File: src/shared/irq_vec_map.svh
`ifndef IRQ_VEC_MAP_SVH
`define IRQ_VEC_MAP_SVH
// Request count and vector table layout
`define IRQ_COUNT       24
`define IRQ_LEVEL_W     2
`define IRQ_NUM_W       5
`define IRQ_VEC_BASE    16'hfffa
`define IRQ_VEC_STEP    16'h0002
// Level reset value (lowest priority level)
`define IRQ_LEVEL_RST   2'h3
// Request numbers of fixed sources
`define IRQ_EXT4        5'h00
`define IRQ_EXT5        5'h01
`define IRQ_EXT26       5'h02
`define IRQ_EXT37       5'h03
`define IRQ_TMR0_LO     5'h05
`define IRQ_TMR0_HI     5'h06
`define IRQ_UART_RX     5'h07
`define IRQ_UART_TX     5'h08
`define IRQ_TMR1_HI     5'h0e
`define IRQ_ADC         5'h12
`define IRQ_TBT         5'h13
`define IRQ_WPS         5'h14
`define IRQ_TMR1_LO     5'h16
`define IRQ_FLASH       5'h17
`endif

File: src/shared/irq_vec_pkg.sv
package irq_vec_pkg;
   // Product variant, selects which request lines are populated
   typedef enum logic [1:0] {
      VAR_FULL_A = 2'h0,
      VAR_REDUCED = 2'h1,
      VAR_FULL_B = 2'h2
   } variant_t;
endpackage : irq_vec_pkg

File: src/irq_vector_priority_map.sv
`include "irq_vec_map.svh"
// Contract
// - There are 24 requests, 0..23, each with its own 2-bit level.
// - Among equal-level pending requests the lowest number wins.
// - Request n vectors through upper byte FFFA-2n, lower byte next.
// - Full variants: ch4->0, ch5->1, ch2/ch6->2, ch3/ch7->3.
// - Timer 0 lower half raises 5, upper half 6, on every variant.
// - First variant only: timer 1 upper raises 14, lower raises 22.
// - Reduced variant wires only ext 4/6, timer 0, ADC, TBT, WPS, flash.
module irq_vector_priority_map
   import irq_vec_pkg::*;
#(
   parameter irq_vec_pkg::variant_t VARIANT = irq_vec_pkg::VAR_FULL_A,
   parameter int NREQ = `IRQ_COUNT
) (
   // Clock and reset
   input  wire logic        clock,
   input  wire logic        rst,
   // External interrupt pins 2..7 (index = channel), asynchronous
   input  wire logic [7:0]  extIrq,
   // On-chip sources, same clock
   input  wire logic        tmr0LoIrq,
   input  wire logic        tmr0HiIrq,
   input  wire logic        tmr1LoIrq,
   input  wire logic        tmr1HiIrq,
   input  wire logic        uartRxIrq,
   input  wire logic        uartTxIrq,
   input  wire logic        adcIrq,
   input  wire logic        tbtIrq,
   input  wire logic        wpsIrq,
   input  wire logic        flashIrq,
   // Level fields, packed: request n at [2n+1:2n]
   input  wire logic [47:0] levelFields,
   // Selection toward the core
   output logic             irqValid,
   output logic [4:0]       irqNum,
   output logic [1:0]       irqLevel,
   output logic [15:0]      vecUpperAddr,
   output logic [15:0]      vecLowerAddr
);
   import irq_vec_pkg::*;

   typedef struct packed {
      logic [7:0]  syncA;
      logic [7:0]  syncB;
      logic [7:0]  syncC;
      logic [7:0]  extLvl;
      logic        valid;
      logic [4:0]  num;
      logic [1:0]  level;
      logic [15:0] vecHi;
      logic [15:0] vecLo;
   } state_t;

   state_t st_r;
   state_t st_nxt;
   logic [23:0] reqLines;
   logic        found;
   logic [4:0]  bestNum;
   logic [1:0]  bestLvl;
   logic [15:0] vecAddr;

   // Pin-side events enter through the filtered synchroniser
   irq_source_map #(.VARIANT(VARIANT)) irq_source_map_inst (
      .extIrq    (st_r.extLvl),
      .tmr0LoIrq (tmr0LoIrq),
      .tmr0HiIrq (tmr0HiIrq),
      .tmr1LoIrq (tmr1LoIrq),
      .tmr1HiIrq (tmr1HiIrq),
      .uartRxIrq (uartRxIrq),
      .uartTxIrq (uartTxIrq),
      .adcIrq    (adcIrq),
      .tbtIrq    (tbtIrq),
      .wpsIrq    (wpsIrq),
      .flashIrq  (flashIrq),
      .reqLines  (reqLines)
   );

   // Level 0 is most urgent; scanning downward with <= makes the
   // lowest-numbered request win a tie
   always_comb begin
      found   = 1'b0;
      bestNum = 5'h00;
      bestLvl = `IRQ_LEVEL_RST;
      for (int i = NREQ - 1; i >= 0; i--) begin
         if (reqLines[i] &&
             (!found || levelFields[2*i +: 2] <= bestLvl)) begin
            found   = 1'b1;
            bestNum = 5'(i);
            bestLvl = levelFields[2*i +: 2];
         end
      end
      vecAddr = `IRQ_VEC_BASE - {10'h000, bestNum, 1'b0};
   end

   // Next state; a pin level changes only when stages B and C agree
   always_comb begin
      st_nxt       = st_r;
      st_nxt.syncA = extIrq;
      st_nxt.syncB = st_r.syncA;
      st_nxt.syncC = st_r.syncB;
      for (int c = 0; c < 8; c++) begin
         if (st_r.syncB[c] == st_r.syncC[c])
            st_nxt.extLvl[c] = st_r.syncC[c];
      end
      st_nxt.valid = found;
      st_nxt.num   = found ? bestNum : 5'h00;
      st_nxt.level = found ? bestLvl : `IRQ_LEVEL_RST;
      st_nxt.vecHi = found ? vecAddr : 16'h0000;
      st_nxt.vecLo = found ? vecAddr + `IRQ_VEC_STEP / 2 : 16'h0000;
   end

   always_ff @(posedge clock or posedge rst) begin
      if (rst) begin
         st_r       <= '0;
         st_r.level <= `IRQ_LEVEL_RST;
      end else begin
         st_r <= st_nxt;
      end
   end

   assign irqValid     = st_r.valid;
   assign irqNum       = st_r.num;
   assign irqLevel     = st_r.level;
   assign vecUpperAddr = st_r.vecHi;
   assign vecLowerAddr = st_r.vecLo;

   // Checks
   property p_vec_addr;
      @(posedge clock) disable iff (rst)
      irqValid |-> vecUpperAddr == 16'hfffa - {10'h000, irqNum, 1'b0}
                   && vecLowerAddr == vecUpperAddr + 16'h0001;
   endproperty
   a_vec_addr: assert property (p_vec_addr)
      else $error("vector address does not match request number");

   property p_tie_low;
      @(posedge clock) disable iff (rst)
      (reqLines[0] && levelFields[1:0] == 2'h0)
         |=> irqValid && irqNum == 5'h00;
   endproperty
   a_tie_low: assert property (p_tie_low)
      else $error("request 0 at top level not chosen");

   property p_no_req;
      @(posedge clock) disable iff (rst)
      (reqLines == 24'h000000) |=> !irqValid;
   endproperty
   a_no_req: assert property (p_no_req)
      else $error("selection with no pending request");

   property p_sel_pending;
      @(posedge clock) disable iff (rst)
      // Index the previous request vector with the current selection
      irqValid |-> ($past(reqLines) & (24'h000001 << irqNum)) != 24'h000000
                   && irqNum < 5'd24;
   endproperty
   a_sel_pending: assert property (p_sel_pending)
      else $error("selected request was not pending");

   property p_unused4;
      @(posedge clock) disable iff (rst)
      irqValid |-> irqNum != 5'h04 && irqNum != 5'h09;
   endproperty
   a_unused4: assert property (p_unused4)
      else $error("unassigned request selected");

   property p_tmr0;
      @(posedge clock) disable iff (rst)
      (tmr0LoIrq && !tmr0HiIrq && levelFields[11:10] == 2'h0
       && reqLines[4:0] == 5'h00) |=> irqNum == 5'h05;
   endproperty
   a_tmr0: assert property (p_tmr0)
      else $error("timer 0 lower half not on request 5");

   property p_flash;
      @(posedge clock) disable iff (rst)
      (reqLines == 24'h800000 && flashIrq) |=> irqValid ##0 irqNum == 5'h17;
   endproperty
   a_flash: assert property (p_flash)
      else $error("flash not on request 23");

   property p_ext4;
      @(posedge clock) disable iff (rst)
      (st_r.extLvl[4] && levelFields[1:0] == 2'h0) |=> irqNum == 5'h00;
   endproperty
   a_ext4: assert property (p_ext4)
      else $error("external channel 4 not on request 0");

   property p_tmr1;
      @(posedge clock) disable iff (rst)
      (VARIANT != VAR_FULL_A) |-> !reqLines[14] && !reqLines[22];
   endproperty
   a_tmr1: assert property (p_tmr1)
      else $error("timer 1 request on a variant without it");
endmodule : irq_vector_priority_map

File: src/irq_source_map.sv
`include "irq_vec_map.svh"
// Routes peripheral event lines onto request numbers per variant
module irq_source_map
   import irq_vec_pkg::*;
#(
   parameter irq_vec_pkg::variant_t VARIANT = irq_vec_pkg::VAR_FULL_A
) (
   // External interrupt channels 2..7 (index = channel)
   input  wire logic [7:0]  extIrq,
   // On-chip sources
   input  wire logic        tmr0LoIrq,
   input  wire logic        tmr0HiIrq,
   input  wire logic        tmr1LoIrq,
   input  wire logic        tmr1HiIrq,
   input  wire logic        uartRxIrq,
   input  wire logic        uartTxIrq,
   input  wire logic        adcIrq,
   input  wire logic        tbtIrq,
   input  wire logic        wpsIrq,
   input  wire logic        flashIrq,
   // Request lines
   output logic [23:0]      reqLines
);
   localparam bit FULL = (VARIANT != VAR_REDUCED);

   // Unassigned request numbers stay zero on every variant
   always_comb begin
      reqLines = 24'h000000;
      reqLines[`IRQ_EXT4]    = extIrq[4];
      reqLines[`IRQ_EXT26]   = extIrq[6] | (FULL & extIrq[2]);
      reqLines[`IRQ_TMR0_LO] = tmr0LoIrq;
      reqLines[`IRQ_TMR0_HI] = tmr0HiIrq;
      reqLines[`IRQ_ADC]     = adcIrq;
      reqLines[`IRQ_TBT]     = tbtIrq;
      reqLines[`IRQ_WPS]     = wpsIrq;
      reqLines[`IRQ_FLASH]   = flashIrq;
      if (FULL) begin
         reqLines[`IRQ_EXT5]    = extIrq[5];
         reqLines[`IRQ_EXT37]   = extIrq[3] | extIrq[7];
         reqLines[`IRQ_UART_RX] = uartRxIrq;
         reqLines[`IRQ_UART_TX] = uartTxIrq;
      end
      if (VARIANT == VAR_FULL_A) begin
         reqLines[`IRQ_TMR1_HI] = tmr1HiIrq;
         reqLines[`IRQ_TMR1_LO] = tmr1LoIrq;
      end
   end
endmodule : irq_source_map

File: config.mk
export PLATFORM = sky130hd
export DESIGN_NAME = irq_vector_priority_map
export DESIGN_NICKNAME = d
export VERILOG_FILES = /design/src/shared/irq_vec_pkg.sv /design/src/irq_vector_priority_map.sv /design/src/irq_source_map.sv
export VERILOG_INCLUDE_DIRS = /design/src /design/src/shared
export SDC_FILE = /design/constraint.sdc
export NUM_CORES = 1
export LEC_CHECK = 0
export BUFFER_PORTS_ARGS = -buffer_cell sky130_fd_sc_hd__buf_2
export CAP_MARGIN = 0
export CORE_MARGIN = 3
export CORE_UTILIZATION = 54
export DETAILED_ROUTE_END_ITERATION = 10
export PLACE_DENSITY = 0.88
export SLEW_MARGIN = 25
export SYNTH_ARGS = -nofsm -noshare
export SYNTH_HDL_FRONTEND = slang
export SYNTH_HIERARCHICAL = 1
export SYNTH_SLANG_ARGS = --single-unit
export TNS_END_PERCENT = 5
File: constraint.sdc
create_clock -name clock -period 7.91 [get_ports clock]
set_input_delay 1.9775 -clock clock [delete_from_list [all_inputs] [get_ports clock]]
set_output_delay 1.9775 -clock clock [all_outputs]
set_load 0.02 [all_outputs]
* After elaboration in Yosys (flattened, before gate mapping)
Index checks and enable logic that the tools add are counted.
** Operators by class
- Add/sub/neg operators :: 2
- Magnitude comparators :: 13
- Equality and inequality tests :: 6
- Muxes and demuxes :: 46
- Bitwise logic cells :: 2
- Reductions and logical operators :: 39
** Operators with widths (count)
- $mux 5 :: 15
- $mux 16 :: 2
- $mux 2 :: 15
- $le 2x2->1 :: 13
- $add 16x1->16 const B :: 1
- $mux 1 :: 14
- $logic_and 1x1->1 :: 13
- $logic_not 1->1 :: 13
- $logic_or 1x1->1 :: 13
- $sub 4x7->8 const A :: 1
- $eq 1x1->1 :: 6
- $or 1x1->1 :: 2
** Word-level totals
- Bits in registers :: 70
- Bits of input ports :: 68
- Output and inout bits :: 40
- Logic and storage cells :: 122

* Depth between registers and ports, before layout
- Depth in word-level cells :: 56
- Gate-level depth with buffers :: 156
- Depth with buffers taken out :: 154

* By module
The synthesis kept the hierarchy.
** Modules (own cells, without submodules)
- irq_vector_priority_map :: instances 1, cells an instance 509, area each 4314.1 um2
- irq_source_map :: instances 1, cells an instance 25, area each 181.4 um2

* Worst setup path after synthesis
No wires, ideal clock.
- Kind :: input port to flip-flop
- Start point :: input flashIrq
- End point :: register st_r (netlist bit vecLowerAddr[4])
- Library setup time :: 0.140 ns
- Arrival time :: 18.294 ns
- Data required time :: 7.770 ns
- Setup slack :: -10.524 ns
- Stages :: 89
- Buffers on the path :: 2
- Cells stage by stage :: buf_4 > inv_1 > nor2_1 > ha_1 > nor2b_1 > o211ai_1 > a21o_1 > o221ai_1 > and2_1 > ha_1 > nor2b_1 > o211ai_1 > nor2_1 > a21oi_1 > ha_1 > and3_1 > a221o_1 > a311oi_1 > [53 not listed] > o211ai_1 > and3_1 > ha_1 > nor2b_1 > o21ai_0 > o21ai_0 > clkbuf_1 > nor2_1 > a41oi_2 > inv_1 > ha_1 > nor2b_1 > o21ai_0 > o21ai_0 > nand3_1 > a2111oi_4 > xor2_1 > nor2_1
** Between the ends
- Word-level cells in the longest chain between the ends :: 56
- Elaborated cells on any way between the ends :: 96
** RTL lines
- from (decl) :: RTL line irq_vector_priority_map.sv:31 : input wire logic flashIrq,
- $mux 2 / $mux 1 (equally long branches) :: RTL line irq_vector_priority_map.sv:86 : if (reqLines[i] &&
- $le 2x2->1 / $logic_not 1->1 (equally long branches) :: RTL line irq_vector_priority_map.sv:87 : (!found || levelFields[2*i +: 2] <= bestLvl)) begin
- $logic_or 1x1->1 :: RTL line irq_vector_priority_map.sv:87
- $logic_and 1x1->1 :: RTL line irq_vector_priority_map.sv:86
- $mux 2 / $mux 1 (equally long branches) :: RTL line irq_vector_priority_map.sv:86
- $le 2x2->1 / $logic_not 1->1 (equally long branches) :: RTL line irq_vector_priority_map.sv:87
- $logic_or 1x1->1 :: RTL line irq_vector_priority_map.sv:87
- $logic_and 1x1->1 :: RTL line irq_vector_priority_map.sv:86
- [40 not listed]
- $mux 2 / $mux 1 (equally long branches) :: RTL line irq_vector_priority_map.sv:86
- $le 2x2->1 / $logic_not 1->1 (equally long branches) :: RTL line irq_vector_priority_map.sv:87
- $logic_or 1x1->1 :: RTL line irq_vector_priority_map.sv:87
- $logic_and 1x1->1 :: RTL line irq_vector_priority_map.sv:86
- $mux 5 :: RTL line irq_vector_priority_map.sv:86
- $sub 4x7->8 (no line)
- $add 16x1->16 :: RTL line irq_vector_priority_map.sv:110 : st_nxt.vecLo = found ? vecAddr + `IRQ_VEC_STEP / 2 : 16'h0000;
- $mux 16 * :: RTL line irq_vector_priority_map.sv:110
- to (signal assigned) :: RTL line irq_vector_priority_map.sv:118 : st_r <= st_nxt;
- to (decl) :: RTL line irq_vector_priority_map.sv:55 : state_t st_r;
Every way passes the cells marked *; elsewhere a longest branch is shown, timed or not.
A chain may end at the register's enable or synchronous reset.

* Worst setup path in the final report
- Start point :: input flashIrq
- End point :: register st_r (netlist bit vecLowerAddr[3])
The elaborated chain is that of the path after synthesis.

==> impl_summary.md <==
Status
The flow ran to the end, but the final reports show violations. The checks that failed: negative setup slack.

Layout
In the final design database the tool counted about 840 nets. The top cell types in the final layout, fill and taps aside, are buf_4 (147), buf_2 (103), nand2_1 (46). The combined flip-flop and latch cell area is just over 900 µm². The multi-input combinational cells in the finished layout cover a total of approximately 3400 µm². The number of filler instances in the final layout is 351. Cells with a size suffix above 1 make up about 54% of the layout. From synthesis to final layout, the design area changed by 49.2%. The count of cells in the finished layout, fillers not included, comes to about 830. The number of antenna diodes in the final layout is 0. The library cell used most frequently in the layout, excluding fill and tap cells, is buf_4.

Placed design
The number of placed instances with taps included is 777. The final weighted congestion of routability-driven global placement is about 0.97. The number of input and output port buffers inserted is ~100.

The setup slack at placement is -10170 ps. The post-DP HPWL is between 9 and 10 mm.

STA
The total count of max-transition violations in the final report is 0. Across all hold checks on the routed design, the worst slack comes to 354 ps. In the post-route analysis, the smallest setup slack over all paths is -10190 ps. The worst pin sits at a relative slew slack of about 43%.

The clock arrives with ~9 ps of skew. The final setup TNS is -109240 ps. The final-report hold violation count is 0. The worst path uses 229% of the clock period. The clock period minus worst slack is approximately 18000 ps. The highest attainable clock frequency is about 0.055 GHz. Setup violations remaining at the end of the flow were counted as 11. The pin slew with the least headroom to its limit is ~840 ps.

Setup repair after global routing could not meet its margin everywhere.

Global route
The number of antenna violations at the first check in global routing is 0. The total overflow left after global routing is 0. In the global route stage, overall resource usage came out at slightly above 30%. The maximum number of pins on one net before global-route repair is 38. The first global-routing pass estimated ~22 mm of wire.

The number of global-route vias before repair came to about 5k.

Detailed routing
The routed layout has 5530 vias. Wires add up to between 15 and 20 mm. The detail route stage leaves a number of antenna-violating nets equal to 0. The number of search-and-repair iterations in the first detailed-routing pass is 8.

After detailed routing, the number of vias per cell comes to 6.68. Dividing the detail-routed wire length by the instance count gives 23.4 µm. In this run, the number of DRC markers left after iteration 0 of detailed routing was around 760. The number of remaining DRC errors is 0.

Die
The floorplan die area is 9020 µm². The number of cell rows is 31. The placeable core region is 7450 µm². The die is roughly 95 µm tall.

The width of the die is about 95 µm. Once the floorplan was initialized, standard cells occupied a little under three fifths of the core. During I/O placement, the number of pins put on the boundary was between 100 and 150.

Clocking
CTS placed an instance of clkbuf_8 at the clock tree root. The later pin in the worst-skew pair is clocked with a latency of approximately 300 ps. The CTS H-tree depth is 2. The count of hold buffers inserted by post-cts repair is 0. The clock passes through at most 2 buffers. The clock-pin slew of the registers on the worst-case setup and hold paths is 70 ps. The TritonCTS clock tree is built.

The number of clock buffers added by TritonCTS is 5. The sink count of the clock tree is 37.

Setup path
The worst stage delay on the critical path is ~500 ps. By startpoint and endpoint, the worst setup path is classified as in -> reg. STA puts the critical path data required time at 8100 ps. The family of cells with the greatest summed delay on the critical path is compound AO/OA/AOI/OAI gates.

The element type at the critical path start is a primary input. The worst setup path is captured at a flop. In this run the worst path has a maximum fanout of 7. The data arrival at the endpoint of the critical path is approximately 18000 ps. The slowest stage cell on the critical path is or4_4.

Among the stages of the critical path, the cell type that occurs most often is o21ai_2. The number of buffers and inverters on the critical path is 8.

Job
The tool flagged a number of max-cap violations equal to 0.

Min path
The tightest min-delay check is of the reg -> reg type.

Yosys
The post-synthesis area per instance is between 8 and 9 µm². The synthesized area is 4280 µm². The yosys synthesis warning count is 6. Counting every instance in the synthesized netlist gives 524.
## path summary, 6_finish.rpt
kind / start / end / slack, ps / depth (start not counted)
setup / recovery: flashIrq / vecLowerAddr[3] / -10190 / 95
hold / removal: st_nxt[63] / st_nxt[55] / 350 / 0
setup reg to reg: st_r[47] / vecLowerAddr[3] / 2970 / 28
hold reg to reg: st_nxt[63] / st_nxt[55] / 350 / 0
max in group asynchronous: rst / irqLevel[0] / 5800 / 3
min in group asynchronous: rst / st_nxt[52] / 1760 / 3
## metrics by stage
stage | instance area [µm²] | utilization (%)
global placement | 5380 | 72.2
finish | 6380 | 85.7
floorplan | 4430 | -
global route | 6380 | 85.7
CTS | 5800 | 77.9
detailed placement | 5380 | 72.2
## sequential cells by signal, summed over array words and instances (netlist names)
register	flops
st_nxt	12
vecLowerAddr	7
irqLevel	2
irqNum	4
st_r	12
## metal layers
layer  GRT usage [%]  share of wire [%]  wire, µm  vias to the layer above
met5               0                  0         0                        -
met4            16.0                 10      1990                        0
met2            54.3                 44      8600                      584
li1                -                  -         -                     2223
met1            36.2                 33      6380                     2474
met3            5.26                 12      2420                      249
## area by class of cell
cell class                 count  share of cell area, %
multi-input combinational    388                   52.6
sequential                    37                   14.6
inverter                      41                   2.45
timing repair buffer         255                   26.3
tap                           99                   1.94
clock inverter                 3                   1.02
clock buffer                   5                   1.08
## what timing repair did
| action | 4_1_cts | 5_1_grt |
|---|---|---|
| resized for setup | 38 | 78 |
| setup endpoints to repair | 11 | 11 |
| setup buffers | 16 | 28 |
| pin swaps | 46 | 72 |
Power is left out: the tool's default activity adds up to more than one toggle a clock period on the data nets, which glitch-free logic cannot reach.
